`src/inc/acm_pkg.sv`:
```
/*
 * Constants, register offsets, field positions and carrier types for the
 * converter/comparator mode control block.
 * Assumes a classic Wishbone slave with 32-bit data on a 100 MHz ref_clk.
 */
// Behaviour
// software clears converter irq enable before switching comparator to conversion
// comparator-to-conversion switch may set done flag; software clears it by skip
// bit 3 of converter_ctrl_two at 0 selects conversion; other bits unaffected
// software never toggles mode bit while converter busy
// result transfer: result bits 1:0 to acc 3:2, acc 1:0 forced zero
// upper shared pins keep port function; analog pins should drive latch 1
// port input read from an analog-selected pin is undefined
// enabled comparator keeps running during RAM back-up
// comparator_ctrl bits 2 and 3 cleared disables the comparators
// comparator_ctrl bits 0 and 1 are read-only results
// software waits comparator response time, 20 us, before reading results
// spurious done flag stays set until skip-clear or reset
package acm_pkg;

    localparam int unsigned CLK_MHZ           = 100;
    localparam int unsigned CMP_RESP_US       = 20;
    localparam int unsigned CMP_RESP_CYC      = CMP_RESP_US * CLK_MHZ;
    localparam int unsigned CONV_CYC          = 44;

    localparam logic [7:0]  OFS_CONV_CTRL_TWO = 8'h00;
    localparam logic [7:0]  OFS_CMP_CTRL      = 8'h04;
    localparam logic [7:0]  OFS_IRQ_CTRL_TWO  = 8'h08;
    localparam logic [7:0]  OFS_RESULT        = 8'h0C;
    localparam logic [7:0]  OFS_CMD           = 8'h10;
    localparam logic [7:0]  OFS_ACC           = 8'h14;
    localparam logic [7:0]  OFS_PORT_FOUR     = 8'h18;
    localparam logic [7:0]  OFS_STATUS        = 8'h1C;
    localparam logic [7:0]  OFS_INT_EN        = 8'h20;
    localparam logic [7:0]  OFS_INT_CLR       = 8'h24;

    localparam int unsigned MODE_BIT          = 3;
    localparam int unsigned CMP_EN0_BIT       = 2;
    localparam int unsigned CMP_EN1_BIT       = 3;
    localparam int unsigned CONV_IRQ_EN_BIT   = 2;
    localparam int unsigned CMD_START_BIT     = 0;
    localparam int unsigned CMD_SKIP_BIT      = 1;
    localparam int unsigned CMD_MOVE_BIT      = 2;

    localparam logic [3:0]  CONV_CTRL_RST     = 4'h0;
    localparam logic [3:0]  CMP_CTRL_RST      = 4'h0;
    localparam logic [3:0]  IRQ_CTRL_RST      = 4'h0;
    localparam logic [3:0]  PORT_FOUR_RST     = 4'hF;
    localparam logic [2:0]  INT_EN_RST        = 3'h0;

    localparam int unsigned EV_DONE           = 0;
    localparam int unsigned EV_SPURIOUS       = 1;
    localparam int unsigned EV_CMP_READY      = 2;
    localparam int unsigned EV_W              = 3;

    typedef enum logic [1:0]
    {
        ACM_IDLE = 2'b00,
        ACM_CONV = 2'b01,
        ACM_DONE = 2'b10
    } acm_state_e;

    typedef struct packed
    {
        logic        cyc;
        logic        stb;
        logic        we;
        logic [3:0]  sel;
        logic [7:0]  adr;
        logic [31:0] dat;
    } acm_wb_req_s;

    typedef struct packed
    {
        logic [1:0] result;
        logic       ready;
    } acm_cmp_s;

endpackage

```
`src/acm_ctrl.sv`:
```
/*
 * Converter/comparator mode control with Wishbone register slave, done flag,
 * result transfer, shared upper port pins and comparator result capture.
 * Assumes classic Wishbone master, analog front end outside giving result
 * bits and comparator outputs asynchronously.
 */
`timescale 1ns/1ps
module acm_ctrl
    import acm_pkg::*;
#(
    parameter int unsigned RESP_CYC = CMP_RESP_CYC,
    parameter int unsigned CONV_LEN = CONV_CYC
)
(
    input  wire logic        ref_clk,
    input  wire logic        arst_n,
    input  wire logic        clk_en,
    input  wire logic        wb_cyc_i,
    input  wire logic        wb_stb_i,
    input  wire logic        wb_we_i,
    input  wire logic [3:0]  wb_sel_i,
    input  wire logic [7:0]  wb_adr_i,
    input  wire logic [31:0] wb_dat_i,
    output logic      [31:0] wb_dat_o,
    output logic             wb_ack_o,
    output logic             wb_err_o,
    input  wire logic [9:0]  adc_result_in,
    input  wire logic [1:0]  comparator_out,
    input  wire logic        ram_backup,
    input  wire logic [3:0]  port_four_pins_i,
    output logic      [3:0]  port_four_pins_o,
    output logic      [3:0]  port_four_pins_oe,
    output logic      [3:0]  analog_in_upper_sel,
    output logic      [1:0]  comparator_power,
    output logic             conv_start,
    output logic             converter_busy,
    output logic             irq
);
    acm_wb_req_s req;
    assign req = '{cyc: wb_cyc_i, stb: wb_stb_i, we: wb_we_i, sel: wb_sel_i,
                   adr: wb_adr_i, dat: wb_dat_i};

    logic [3:0]  converter_ctrl_two;
    logic [3:0]  comparator_ctrl;
    logic [3:0]  irq_ctrl_two;
    logic [3:0]  port_four_latch;
    logic [3:0]  acc;
    logic [9:0]  result;
    logic        conversion_done_flag;
    logic [EV_W-1:0] status;
    logic [EV_W-1:0] int_en;
    logic [1:0]  cmp_result;
    logic [7:0]  conv_cnt;
    acm_state_e  state;
    acm_state_e  next_state;

    logic [1:0]  cmp_sync;
    logic [3:0]  pin_sync;
    logic        cmp_ready;
    logic        cmp_ready_pulse;

    acm_sync #(.W(2)) u_cmp_sync
    (
        .ref_clk (ref_clk),
        .arst_n  (arst_n),
        .clk_en  (clk_en),
        .din     (comparator_out),
        .dout    (cmp_sync)
    );

    // port pins are asynchronous to ref_clk
    acm_sync #(.W(4)) u_pin_sync
    (
        .ref_clk (ref_clk),
        .arst_n  (arst_n),
        .clk_en  (clk_en),
        .din     (port_four_pins_i),
        .dout    (pin_sync)
    );

    // comparators keep running through ram back-up: power is register only
    assign comparator_power = {comparator_ctrl[CMP_EN1_BIT], comparator_ctrl[CMP_EN0_BIT]};

    acm_cmp_timer #(.RESP_CYC(RESP_CYC)) u_cmp_timer
    (
        .ref_clk     (ref_clk),
        .arst_n      (arst_n),
        .clk_en      (clk_en),
        .enables     (comparator_power),
        .ready       (cmp_ready),
        .ready_pulse (cmp_ready_pulse)
    );

    // bus decode
    wire access   = req.cyc && req.stb && !wb_ack_o && !wb_err_o;
    wire wr       = access && req.we && req.sel[0];
    wire hit_conv = req.adr == OFS_CONV_CTRL_TWO;
    wire hit_cmp  = req.adr == OFS_CMP_CTRL;
    wire hit_irq  = req.adr == OFS_IRQ_CTRL_TWO;
    wire hit_res  = req.adr == OFS_RESULT;
    wire hit_cmd  = req.adr == OFS_CMD;
    wire hit_acc  = req.adr == OFS_ACC;
    wire hit_port = req.adr == OFS_PORT_FOUR;
    wire hit_stat = req.adr == OFS_STATUS;
    wire hit_ien  = req.adr == OFS_INT_EN;
    wire hit_iclr = req.adr == OFS_INT_CLR;
    wire mapped   = hit_conv | hit_cmp | hit_irq | hit_res | hit_cmd | hit_acc
                  | hit_port | hit_stat | hit_ien | hit_iclr;

    wire wr_conv  = wr && hit_conv;
    wire wr_cmd   = wr && hit_cmd;
    wire cmd_start = wr_cmd && req.dat[CMD_START_BIT];
    wire cmd_skip  = wr_cmd && req.dat[CMD_SKIP_BIT];
    wire cmd_move  = wr_cmd && req.dat[CMD_MOVE_BIT];

    // mode bit low = conversion, high = comparator
    wire comparator_mode  = converter_ctrl_two[MODE_BIT];
    wire next_mode        = req.dat[MODE_BIT];
    wire to_conversion    = wr_conv && comparator_mode && !next_mode;
    // comparator-to-conversion switch raises the done flag just as a finished conversion would
    wire spurious_done    = to_conversion;
    wire genuine_done     = state == ACM_DONE;
    wire set_done         = genuine_done || spurious_done;
    wire busy             = state == ACM_CONV;

    // start is honoured only in conversion mode and while idle
    always_comb
    begin
        next_state = state;
        unique case (state)
            ACM_IDLE: if (cmd_start && !comparator_mode) next_state = ACM_CONV;
            ACM_CONV: if (conv_cnt == 8'(CONV_LEN - 1)) next_state = ACM_DONE;
            ACM_DONE: next_state = ACM_IDLE;
            default:  next_state = ACM_IDLE;
        endcase
    end

    always_ff @(posedge ref_clk or negedge arst_n)
    begin
        if (!arst_n)
        begin
            state    <= ACM_IDLE;
            conv_cnt <= 8'h00;
        end
        // counter restarts on every entry to the conversion state
        else if (clk_en)
        begin
            state    <= next_state;
            conv_cnt <= busy ? conv_cnt + 8'h01 : 8'h00;
        end
    end

    always_ff @(posedge ref_clk or negedge arst_n)
    begin
        if (!arst_n)
        begin
            result <= 10'h000;
        end
        // sampled once, in the cycle after the last busy cycle
        else if (clk_en && genuine_done)
        begin
            result <= adc_result_in;
        end
    end

    // mode bit is simply written; a write during a conversion is a software fault
    always_ff @(posedge ref_clk or negedge arst_n)
    begin
        if (!arst_n)
        begin
            converter_ctrl_two <= CONV_CTRL_RST;
            irq_ctrl_two       <= IRQ_CTRL_RST;
            port_four_latch    <= PORT_FOUR_RST;
        end
        else if (clk_en)
        begin
            if (wr_conv)
                converter_ctrl_two <= req.dat[3:0];
            if (wr && hit_irq)
                irq_ctrl_two <= req.dat[3:0];
            if (wr && hit_port)
                port_four_latch <= req.dat[3:0];
        end
    end

    // only enable bits are writable; result bits come from the comparators
    always_ff @(posedge ref_clk or negedge arst_n)
    begin
        if (!arst_n)
        begin
            comparator_ctrl <= CMP_CTRL_RST;
        end
        else if (clk_en)
        begin
            if (wr && hit_cmp)
                comparator_ctrl[3:2] <= req.dat[3:2];
            comparator_ctrl[1:0] <= cmp_result;
        end
    end

    // results read zero until response time has passed after enabling
    wire [1:0] next_cmp_result = cmp_ready ? (cmp_sync & comparator_power) : 2'b00;

    always_ff @(posedge ref_clk or negedge arst_n)
    begin
        if (!arst_n)
            cmp_result <= 2'b00;
        else if (clk_en)
            cmp_result <= next_cmp_result;
    end

    // set wins over skip-clear in the same cycle
    always_ff @(posedge ref_clk or negedge arst_n)
    begin
        if (!arst_n)
            conversion_done_flag <= 1'b0;
        else if (clk_en)
            conversion_done_flag <= set_done || (conversion_done_flag && !cmd_skip);
    end

    // result transfer: low result bits to accumulator top, low bits zero
    wire [3:0] next_acc = cmd_move ? {result[1:0], 2'b00}
                        : (wr && hit_acc) ? req.dat[3:0] : acc;

    always_ff @(posedge ref_clk or negedge arst_n)
    begin
        if (!arst_n)
            acc <= 4'h0;
        else if (clk_en)
            acc <= next_acc;
    end

    // sticky events; set beats clear
    wire [EV_W-1:0] events = {cmp_ready_pulse, spurious_done, genuine_done};
    wire [EV_W-1:0] clr    = (wr && hit_iclr) ? req.dat[EV_W-1:0] : '0;

    always_ff @(posedge ref_clk or negedge arst_n)
    begin
        if (!arst_n)
        begin
            status <= '0;
            int_en <= INT_EN_RST;
        end
        else if (clk_en)
        begin
            status <= events | (status & ~clr);
            if (wr && hit_ien)
                int_en <= req.dat[EV_W-1:0];
        end
    end

    // done flag only requests an interrupt when the converter irq enable is set
    wire conv_irq = conversion_done_flag && irq_ctrl_two[CONV_IRQ_EN_BIT];
    assign irq = |(status & int_en) || conv_irq;

    // analog pins still drive their latch; software keeps those at 1
    assign analog_in_upper_sel = converter_ctrl_two;
    assign port_four_pins_o    = port_four_latch;
    assign port_four_pins_oe   = ~port_four_latch;
    assign conv_start          = state == ACM_IDLE && next_state == ACM_CONV;
    assign converter_busy      = busy;

    // analog-selected pins read back zero: value has no meaning there
    wire [3:0] port_read = pin_sync & ~analog_in_upper_sel;

    // write-only clear register reads back zero
    logic [31:0] rd_mux;
    always_comb
    begin
        rd_mux = 32'h0000_0000;
        unique case (1'b1)
            hit_conv: rd_mux[3:0] = converter_ctrl_two;
            hit_cmp:  rd_mux[3:0] = comparator_ctrl;
            hit_irq:  rd_mux[3:0] = irq_ctrl_two;
            hit_res:  rd_mux[9:0] = result;
            hit_cmd:  rd_mux[1:0] = {busy, conversion_done_flag};
            hit_acc:  rd_mux[3:0] = acc;
            hit_port: rd_mux[3:0] = port_read;
            hit_stat: rd_mux[EV_W-1:0] = status;
            hit_ien:  rd_mux[EV_W-1:0] = int_en;
            default:  rd_mux = 32'h0000_0000;
        endcase
    end

    always_ff @(posedge ref_clk or negedge arst_n)
    begin
        if (!arst_n)
        begin
            wb_ack_o <= 1'b0;
            wb_err_o <= 1'b0;
            wb_dat_o <= 32'h0000_0000;
        end
        // one wait state; the answer stands one cycle, and is held longer only while clk_en is low
        else if (clk_en)
        begin
            wb_ack_o <= access && mapped;
            wb_err_o <= access && !mapped;
            wb_dat_o <= (access && !req.we) ? rd_mux : 32'h0000_0000;
        end
    end

    // back-up level has no effect: comparators keep their register power
    wire unused_ok = ram_backup;
endmodule // acm_ctrl

```
`src/acm_sync.sv`:
```
/*
 * Three-flop input synchroniser; output changes once stages two and three agree.
 * Assumes an asynchronous input and ref_clk domain.
 */
`timescale 1ns/1ps
module acm_sync
    import acm_pkg::*;
#(
    parameter int unsigned W = 1
)
(
    input  wire logic         ref_clk,
    input  wire logic         arst_n,
    input  wire logic         clk_en,
    input  wire logic [W-1:0] din,
    output logic      [W-1:0] dout
);
    logic [W-1:0] s1;
    logic [W-1:0] s2;
    logic [W-1:0] s3;
    wire  [W-1:0] agree = ~(s2 ^ s3);
    wire  [W-1:0] next_dout = (agree & s3) | (~agree & dout);

    always_ff @(posedge ref_clk or negedge arst_n)
    begin
        if (!arst_n)
        begin
            s1   <= '0;
            s2   <= '0;
            s3   <= '0;
            dout <= '0;
        end
        else if (clk_en)
        begin
            s1   <= din;
            s2   <= s1;
            s3   <= s2;
            dout <= next_dout;
        end
    end
endmodule // acm_sync

```
`src/acm_cmp_timer.sv`:
```
/*
 * Comparator response timer: signals ready a fixed time after enabling.
 * Assumes ref_clk at CLK_MHZ; restarts whenever the enable set changes.
 */
`timescale 1ns/1ps
module acm_cmp_timer
    import acm_pkg::*;
#(
    parameter int unsigned RESP_CYC = CMP_RESP_CYC
)
(
    input  wire logic       ref_clk,
    input  wire logic       arst_n,
    input  wire logic       clk_en,
    input  wire logic [1:0] enables,
    output logic            ready,
    output logic            ready_pulse
);
    logic [15:0] count;
    logic [1:0]  enables_q;
    wire         restart    = enables != enables_q;
    wire         at_end     = count == 16'(RESP_CYC - 1);
    wire         next_ready = !restart && (ready || at_end) && (enables != 2'b00);

    always_ff @(posedge ref_clk or negedge arst_n)
    begin
        if (!arst_n)
        begin
            count       <= 16'h0000;
            enables_q   <= 2'b00;
            ready       <= 1'b0;
            ready_pulse <= 1'b0;
        end
        else if (clk_en)
        begin
            enables_q   <= enables;
            count       <= (restart || ready) ? 16'h0000 : count + 16'h0001;
            ready       <= next_ready;
            ready_pulse <= next_ready && !ready;
        end
    end
endmodule // acm_cmp_timer

```
`config.mk`:
```
export PLATFORM = sky130hd
export DESIGN_NAME = acm_ctrl
export DESIGN_NICKNAME = d
export VERILOG_FILES = /design/src/inc/acm_pkg.sv /design/src/acm_ctrl.sv /design/src/acm_sync.sv /design/src/acm_cmp_timer.sv
export SDC_FILE = /design/constraint.sdc
export NUM_CORES = 1
export LEC_CHECK = 0
export BUFFER_PORTS_ARGS = -buffer_cell sky130_fd_sc_hd__buf_2
export CORE_MARGIN = 2
export CORE_UTILIZATION = 50
export DETAILED_ROUTE_END_ITERATION = 16
export PLACE_DENSITY = 0.77
export SYNTH_ARGS = -nofsm -noshare
export SYNTH_HDL_FRONTEND = slang
export SYNTH_HIERARCHICAL = 1
export SYNTH_SLANG_ARGS = --single-unit
```
`constraint.sdc`:
```
create_clock -name ref_clk -period 2.07 [get_ports ref_clk]
set_clock_uncertainty 0.15 [all_clocks]
set_input_delay 0.3105 -clock ref_clk [delete_from_list [all_inputs] [get_ports ref_clk]]
set_output_delay 0.3105 -clock ref_clk [all_outputs]
set_load 0.02 [all_outputs]
```
# Yosys cells after proc, flatten, opt, wreduce, memory -nomap -nowiden

Cells that the tools add are included.

Bits in registers: 127
Bits in latches: 0
Memory bits (writable): 0
Bits in read-only memories: 0
Input bits: 67
Output and inout bits: 51
Logic and storage cells: 142
Memories: 0

$add $sub $neg: 2
Multiply operators: 0
Divide/modulo/power cells: 0
Order comparisons: 0
Equal/unequal tests: 15
Shift operators: 0
Multiplexer cells: 14
Bitwise logic cells: 29
Reduce and logical (&&, ||, !) cells: 54

Operator list:

| kind                                                  | count |
|---|---|
| equality test 8 x 5 -> 1 bit, second input constant   | 4 |
| logical AND 1 bit                                     | 29 |
| equality test 8 x 6 -> 1 bit, second input constant   | 3 |
| case mux 2 bit (9 select lines)                       | 1 |
| adder 16 x 1 -> 16 bit, second input constant         | 1 |
| equality test 16 x 11 -> 1 bit, second input constant | 1 |
| equality test 8 x 4 -> 1 bit, second input constant   | 2 |
| 2-to-1 mux 16 bit                                     | 1 |
| inverter 4 bit                                        | 4 |
| bitwise AND 4 bit                                     | 3 |
| AND reduction 2 bit                                   | 6 |
| 2-to-1 mux 10 bit                                     | 1 |
| logical NOT 1 bit                                     | 9 |
| OR 1 bit                                              | 9 |
| adder 8 x 1 -> 8 bit, second input constant           | 1 |
| equality test 8 x 3 -> 1 bit, second input constant   | 1 |
| logical NOT 8 bit                                     | 1 |
| 2-to-1 mux 4 bit                                      | 2 |
| 2-to-1 mux 8 bit                                      | 1 |
| case mux 1 bit (8 select lines)                       | 1 |
| bitwise AND 2 bit                                     | 3 |
| bitwise AND 3 bit                                     | 2 |
| 2-to-1 mux 2 bit                                      | 3 |
| 2-to-1 mux 6 bit                                      | 1 |
| 17 further kinds                                      | 24 |

# Longest topological paths before layout

Depth after elaboration: 12
Gate-level depth with buffers: 6
Gate-level depth less buffers: 5

# Hierarchy

The synthesis kept the hierarchy.

By module, submodules not included:

| module                 | instances | cells an instance | area each (um^2) | sequential area each (um^2) |
|---|---|---|---|---|
| acm_ctrl               | 1         | 301               | 3320.7           | 1531.5 |
| acm_cmp_timer          | 1         | 110               | 1079.8           | 500.5 |
| acm_sync at u_pin_sync | 1         | 44                | 643.1            | 400.4 |
| acm_sync at u_cmp_sync | 1         | 23                | 324.1            | 200.2 |

# Worst setup path before layout

No wires, ideal clock.

Path kind: register to output
Start: register wb_ack_o
End: output conv_start
Arrival: 1.743 ns
Data required time: 1.610 ns
Setup slack: -0.134 ns
Stages on the path, launching flop included: 4
Buffers on the path: 0
Path through: dfrtp_1 > and4bb_2 > nand4_1 > nor4b_1

Longest elaborated chain between the ends: 12

RTL lines:

| what                            | line            | text |
|---|---|---|
| start, declared                 | acm_ctrl.sv:25  | `output logic wb_ack_o,` |
| start signal, assigned          | acm_ctrl.sv:296 | `wb_ack_o <= access && mapped;` |
| logical NOT 1 bit               | acm_ctrl.sv:95  | `wire access = req.cyc && req.stb && !wb_ack_o && !wb_err_o;` |
| logical AND 1 bit (2 in series) | acm_ctrl.sv:95  |  |
| logical AND 1 bit (2 in series) | acm_ctrl.sv:96  | `wire wr = access && req.we && req.sel[0];` |
| logical AND 1 bit               | acm_ctrl.sv:111 | `wire wr_cmd = wr && hit_cmd;` |
| logical AND 1 bit               | acm_ctrl.sv:112 | `wire cmd_start = wr_cmd && req.dat[CMD_START_BIT];` |
| logical AND 1 bit               | acm_ctrl.sv:131 | `ACM_IDLE: if (cmd_start && !comparator_mode) next_state = ACM_CONV;` |
| 2-to-1 mux 2 bit                | acm_ctrl.sv:131 |  |
| case mux 2 bit (2 select lines) | acm_ctrl.sv:130 | `unique case (state)` |
| equality test 2 x 1 -> 1 bit    | acm_ctrl.sv:260 | `assign conv_start = state == ACM_IDLE && next_state == ACM_CONV;` |
| logical AND 1 bit               | acm_ctrl.sv:260 |  |
| end, declared                   | acm_ctrl.sv:35  | `output logic conv_start,` |

No other way between the ends.

# Worst setup path in the final report

Same ends and word-level chain as after synthesis.

==> results_tabular.tex <==
\begin{tabular}{lr}
\hline
Metric & Value \\
\hline
\multicolumn{2}{l}{\textbf{Power}} \\
Sequential cell fraction of total power & 0.546 \\
Switching share of total power & 0.2651 \\
Total Power Consumption & 0.004343 W \\
Pint & 0.003192 W \\
Static leakage & 2.898 nW \\
Pwr dens & 707.6 mW/mm² \\
Clock power frac & 0.324 \\
Fraction of power consumed by combinational cells & 0.130 \\
Reported net switching power & 0.001152 W \\
Maximum resistive drop on vdd & 413.9 µV \\
\multicolumn{2}{l}{\textbf{Timing}} \\
Unrepaired setup endpoints after global routing & true \\
Slew Limit Headroom & 0.5994 \\
Final number of setup-violating endpoints & 1 \\
Slew Limit Fails & 0 \\
Crit share post-route & 1.066 \\
Top achievable clock speed & 453.4 MHz \\
Fin worst setup slack & -0.1358 ns \\
Minimum clock period & 2.206 ns \\
Transition time at the pin with the least slew margin & 0.6010 ns \\
Final hold viol count & 0 \\
\multicolumn{2}{l}{\textbf{Setup path}} \\
Endpoint of the lowest-slack register-to-register path & acc[2] \\
Launch point of the worst reg-to-reg path & wb\_ack\_o \\
Kind of end point of the critical path & primary output \\
Register-to-register setup slack & 0.03 ns \\
Critical path arrival & 1.75 ns \\
Required time reported for the critical path endpoint & 1.61 ns \\
Classification of the worst setup path & reg -> out \\
Startpoint of the worst setup timing path & wb\_ack\_o \\
Largest fanout on the critical path & 2 \\
R2R depth & 5 \\
CP startpoint kind & flop \\
\multicolumn{2}{l}{\textbf{Logic synthesis}} \\
Netlist area before placement & 0.005368 mm² \\
Syn\_area\_per\_cell & 11.23 µm² \\
Largest family of logic cells by synthesized area & simple AND/OR/NAND/NOR gates \\
Top\_reg\_cell synth & sky130\_fd\_sc\_hd\_\_dfrtp\_1 \\
Proportion of register bits with asynchronous set or reset after synthesis & 1.000 \\
Dominant cell type by area after synthesis & sky130\_fd\_sc\_hd\_\_dfrtp\_1 \\
Distinct cells, synth & 76 \\
Warnings from Yosys & 6 \\
Compound-Gate Fraction of Synth Area & 0.1277 \\
Post-synth top area share & 0.4709 \\
Synthesized-area fraction occupied by adder cells & 0.004662 \\
Count of flip-flops with a built-in enable after synthesis & 0 \\
Synth Area in Simple Gates & 0.1639 \\
Xor and xnor fraction of the mapped netlist area & 0.01795 \\
Most area-consuming cells after synthesis & sky130\_fd\_sc\_hd\_\_dfrtp\_1, sky130\_fd\_sc\_hd\_\_mux2\_2, sky130\_fd\_sc\_hd\_\_buf\_4 \\
Multiplexer share of the synthesized area & 0.1235 \\
Number of register bits inferred by synthesis & 105 \\
Sequential-to-total area share from yosys stat & 0.4904 \\
Number of standard cells after synthesis & 478 \\
\multicolumn{2}{l}{\textbf{Cells and area}} \\
Most common library cell in the layout ignoring fill and taps & sky130\_fd\_sc\_hd\_\_dfrtp\_1 \\
Fraction of layout instances using a drive strength above 1 & 0.3122 \\
Sequential cell area & 0.002633 mm² \\
Share of the core filled with cells in the final layout & 0.5919 \\
Post-synthesis to final-layout area growth & 14.36\% \\
Filler Cells Inserted & 902 \\
Most used cells in the layout excluding fill and tap cells & sky130\_fd\_sc\_hd\_\_dfrtp\_1, sky130\_fd\_sc\_hd\_\_buf\_2, sky130\_fd\_sc\_hd\_\_mux2\_2 \\
Finished layout cell area & 0.006138 mm² \\
Ant. Diodes & 0 \\
\# nets final & 631 \\
Number of standard cells in the final layout excluding fillers & 703 \\
Area occupied by multi-input gates & 0.002447 mm² \\
\multicolumn{2}{l}{\textbf{Floorplanning}} \\
Area of the die & 0.01158 mm² \\
Num ports & 118 \\
Cell Rows & 37 \\
Die outline width & 107.6 µm \\
Placeable core area & 0.01037 mm² \\
Initial Util & 0.5176 \\
Die Height & 107.6 µm \\
\multicolumn{2}{l}{\textbf{Drt}} \\
Number of vias per cell & 5.761 \\
Number of detailed-routing iterations run before antenna repair & 5 \\
Initial DRC count & 175 \\
Vias after detailed routing & 4,050 \\
Routed length per placed instance & 17.05 µm \\
Routed Wire Length & 11,990 µm \\
Antenna-violating nets left & 0 \\
Remaining DRCs & 0 \\
\multicolumn{2}{l}{\textbf{Run}} \\
Max cap viols & 0 \\
\multicolumn{2}{l}{\textbf{Run status}} \\
Violations in the final reports & negative setup slack \\
Result of the run & finished, violations left \\
\multicolumn{2}{l}{\textbf{Placement}} \\
Worst slack after detailed placement & 0.01641 ns \\
DP Wirelength & 8930 µm \\
Cell area after placement & 0.005873 mm² \\
Number of buffers inserted by port buffering & 63 \\
Count of placed standard cells including taps & 683 \\
Final Wtd Congestion & 0.9957 \\
\multicolumn{2}{l}{\textbf{Clocking}} \\
CTS root buffer & sky130\_fd\_sc\_hd\_\_clkbuf\_8 \\
CTS tree & yes \\
Buffers from clock root to sink, at most & 2 \\
Worst-skew pair later-pin latency & 0.37 ns \\
Max H-tree Level & 3 \\
Number of buffers added by the clock tree synthesis step & 9 \\
CTS sink count & 105 \\
Clock-pin slew on the worst setup and hold paths & 0.10 ns \\
\multicolumn{2}{l}{\textbf{GRT}} \\
Grt total ovfl & 0 \\
All-layer global routing usage & 0.2199 \\
Initial antenna violation count & 0 \\
First-pass GRT wire length & 20,040 µm \\
Via count of the first global-routing pass & 3,940 \\
Maximum number of pins on one net before global-route repair & 33 \\
\multicolumn{2}{l}{\textbf{Min path}} \\
Sink of the worst hold path & result[0] \\
Hold crit path type & in -> reg \\
Origin of the worst min-delay path & adc\_result\_in[0] \\
Worst Hold Path Cells & 2 \\
\hline
\end{tabular}
[routing by layer]
layer | vias to the layer above | routed length, µm | track usage
li1 | 1869 | - | -
met1 | 2015 | 5348 | 0.3033
met2 | 147 | 5817 | 0.3580
met3 | 19 | 612 | 0.03450
met4 | 0 | 208 | 0.06868
met5 | - | 0 | 0
[registers in the layout, indices dropped and copies added (netlist names), 2 cells and up, named ones only]
register / count
u_cmp_timer/count: 16
result: 10
wb_dat_o: 10
conv_cnt: 8
acc: 4
analog_in_upper_sel: 4
comparator_ctrl: 4
irq_ctrl_two: 4
port_four_pins_o: 4
u_pin_sync/s1: 4
u_pin_sync/s2: 4
u_pin_sync/s3: 4
int_en: 3
status: 3
cmp_result: 2
state: 2
u_cmp_sync/s1: 2
u_cmp_sync/s2: 2
u_cmp_sync/s3: 2
u_cmp_timer/enables_q: 2
[worst max-delay path: stages (launching register included)]
cell	delay (ns)
sky130_fd_sc_hd__dfrtp_1	0.38
sky130_fd_sc_hd__and4bb_4	0.34
sky130_fd_sc_hd__nand4_1	0.14
sky130_fd_sc_hd__nor4b_2	0.33
sky130_fd_sc_hd__buf_4	0.19
[what timing repair did]
item | 4_1_cts | 5_1_grt
setup endpoints to repair | 2 | 5
hold buffers | 1 | 0
pin swaps | 2 | 2
gates resized for setup | 2 | 1
buffers inserted | 2 | 1
cloned | 0 | 0
hold endpoints to repair | 28 | 0
[synthesized netlist by cell type, drive strengths merged, types with 2 or more instances]
library cell  instances
a21o                  7
a21oi                12
a22o                 15
a22oi                 2
a31oi                 7
a32o                  3
and3                  5
and4                  3
buf                  37
clkbuf                4
dfrtp               101
dfstp                 4
ha                    2
inv                  25
mux2                 43
mux2i                13
mux4                  2
nand2                24
nand2b                9
nand3                18
nand3b                6
nand4                 9
nor2                 23
nor2b                 5
nor3                  6
nor4                  9
nor4b                 4
o21ai                21
o2bb2ai               5
o31ai                 8
o41ai                 4
or2                   3
or3                   4
or4                   5
or4b                  2
xnor2                 7
xor2                  4
[per-stage QoR]
step	hold slack [ns]	setup TNS, ns
final	0.02154	-0.1358
after floorplan	-0.1351	0
after global routing	0.004488	-0.1935
after detailed placement	0.1272	0
after CTS	0.004934	-0.1723
after global placement	0.1229	0
[kinds of logic (layout without fill, tap and decap cells)]
family / count (synthesis) / in the layout
xor gates and xnor gates: 11 / 11
DFF: 105 / 105
and+or+nand+nor: 140 / 140
other: 1 / 22
adders and majority gates: 2 / 2
muxes: 58 / 58
AOI/OAI and AO/OA: 95 / 95
buffers and inverters: 66 / 134
[worst max-delay path by stage]
| stage | endpoint | cells past startpoint |
|---|---|---|
| 6_report | conv_start | 4 |
| 5_1_grt | conv_start | 4 |
| 4_1_cts | conv_start | 4 |
| 3_5_place_dp | int_en[1] | 5 |
| 3_3_place_gp | acc[2] | 5 |
| 2_1_floorplan | analog_in_upper_sel[2] | 4 |
[cell type report]
| cell class | instances | area share |
|---|---|---|
| clock buffers | 12 | 0.02364 |
| clock inverters | 4 | 0.01243 |
| inverters | 25 | 0.01529 |
| multi-input cells | 328 | 0.3987 |
| flip-flops and latches | 105 | 0.4289 |
| well taps | 136 | 0.02772 |
| repair buffers | 93 | 0.09336 |
[power by group through the flow]
| stage | registers (W) | clock network (W) | logic, W |
|---|---|---|---|
| floorplan | 0.00236 | 0 | 0.000407 |
| global placement | 0.00240 | 0 | 0.000536 |
| detailed placement | 0.00241 | 0 | 0.000559 |
| CTS | 0.00237 | 0.00145 | 0.000572 |
| global route | 0.00240 | 0.00151 | 0.000633 |
| finish | 0.00237 | 0.00141 | 0.000566 |
Power figures use the tool's default switching activity.
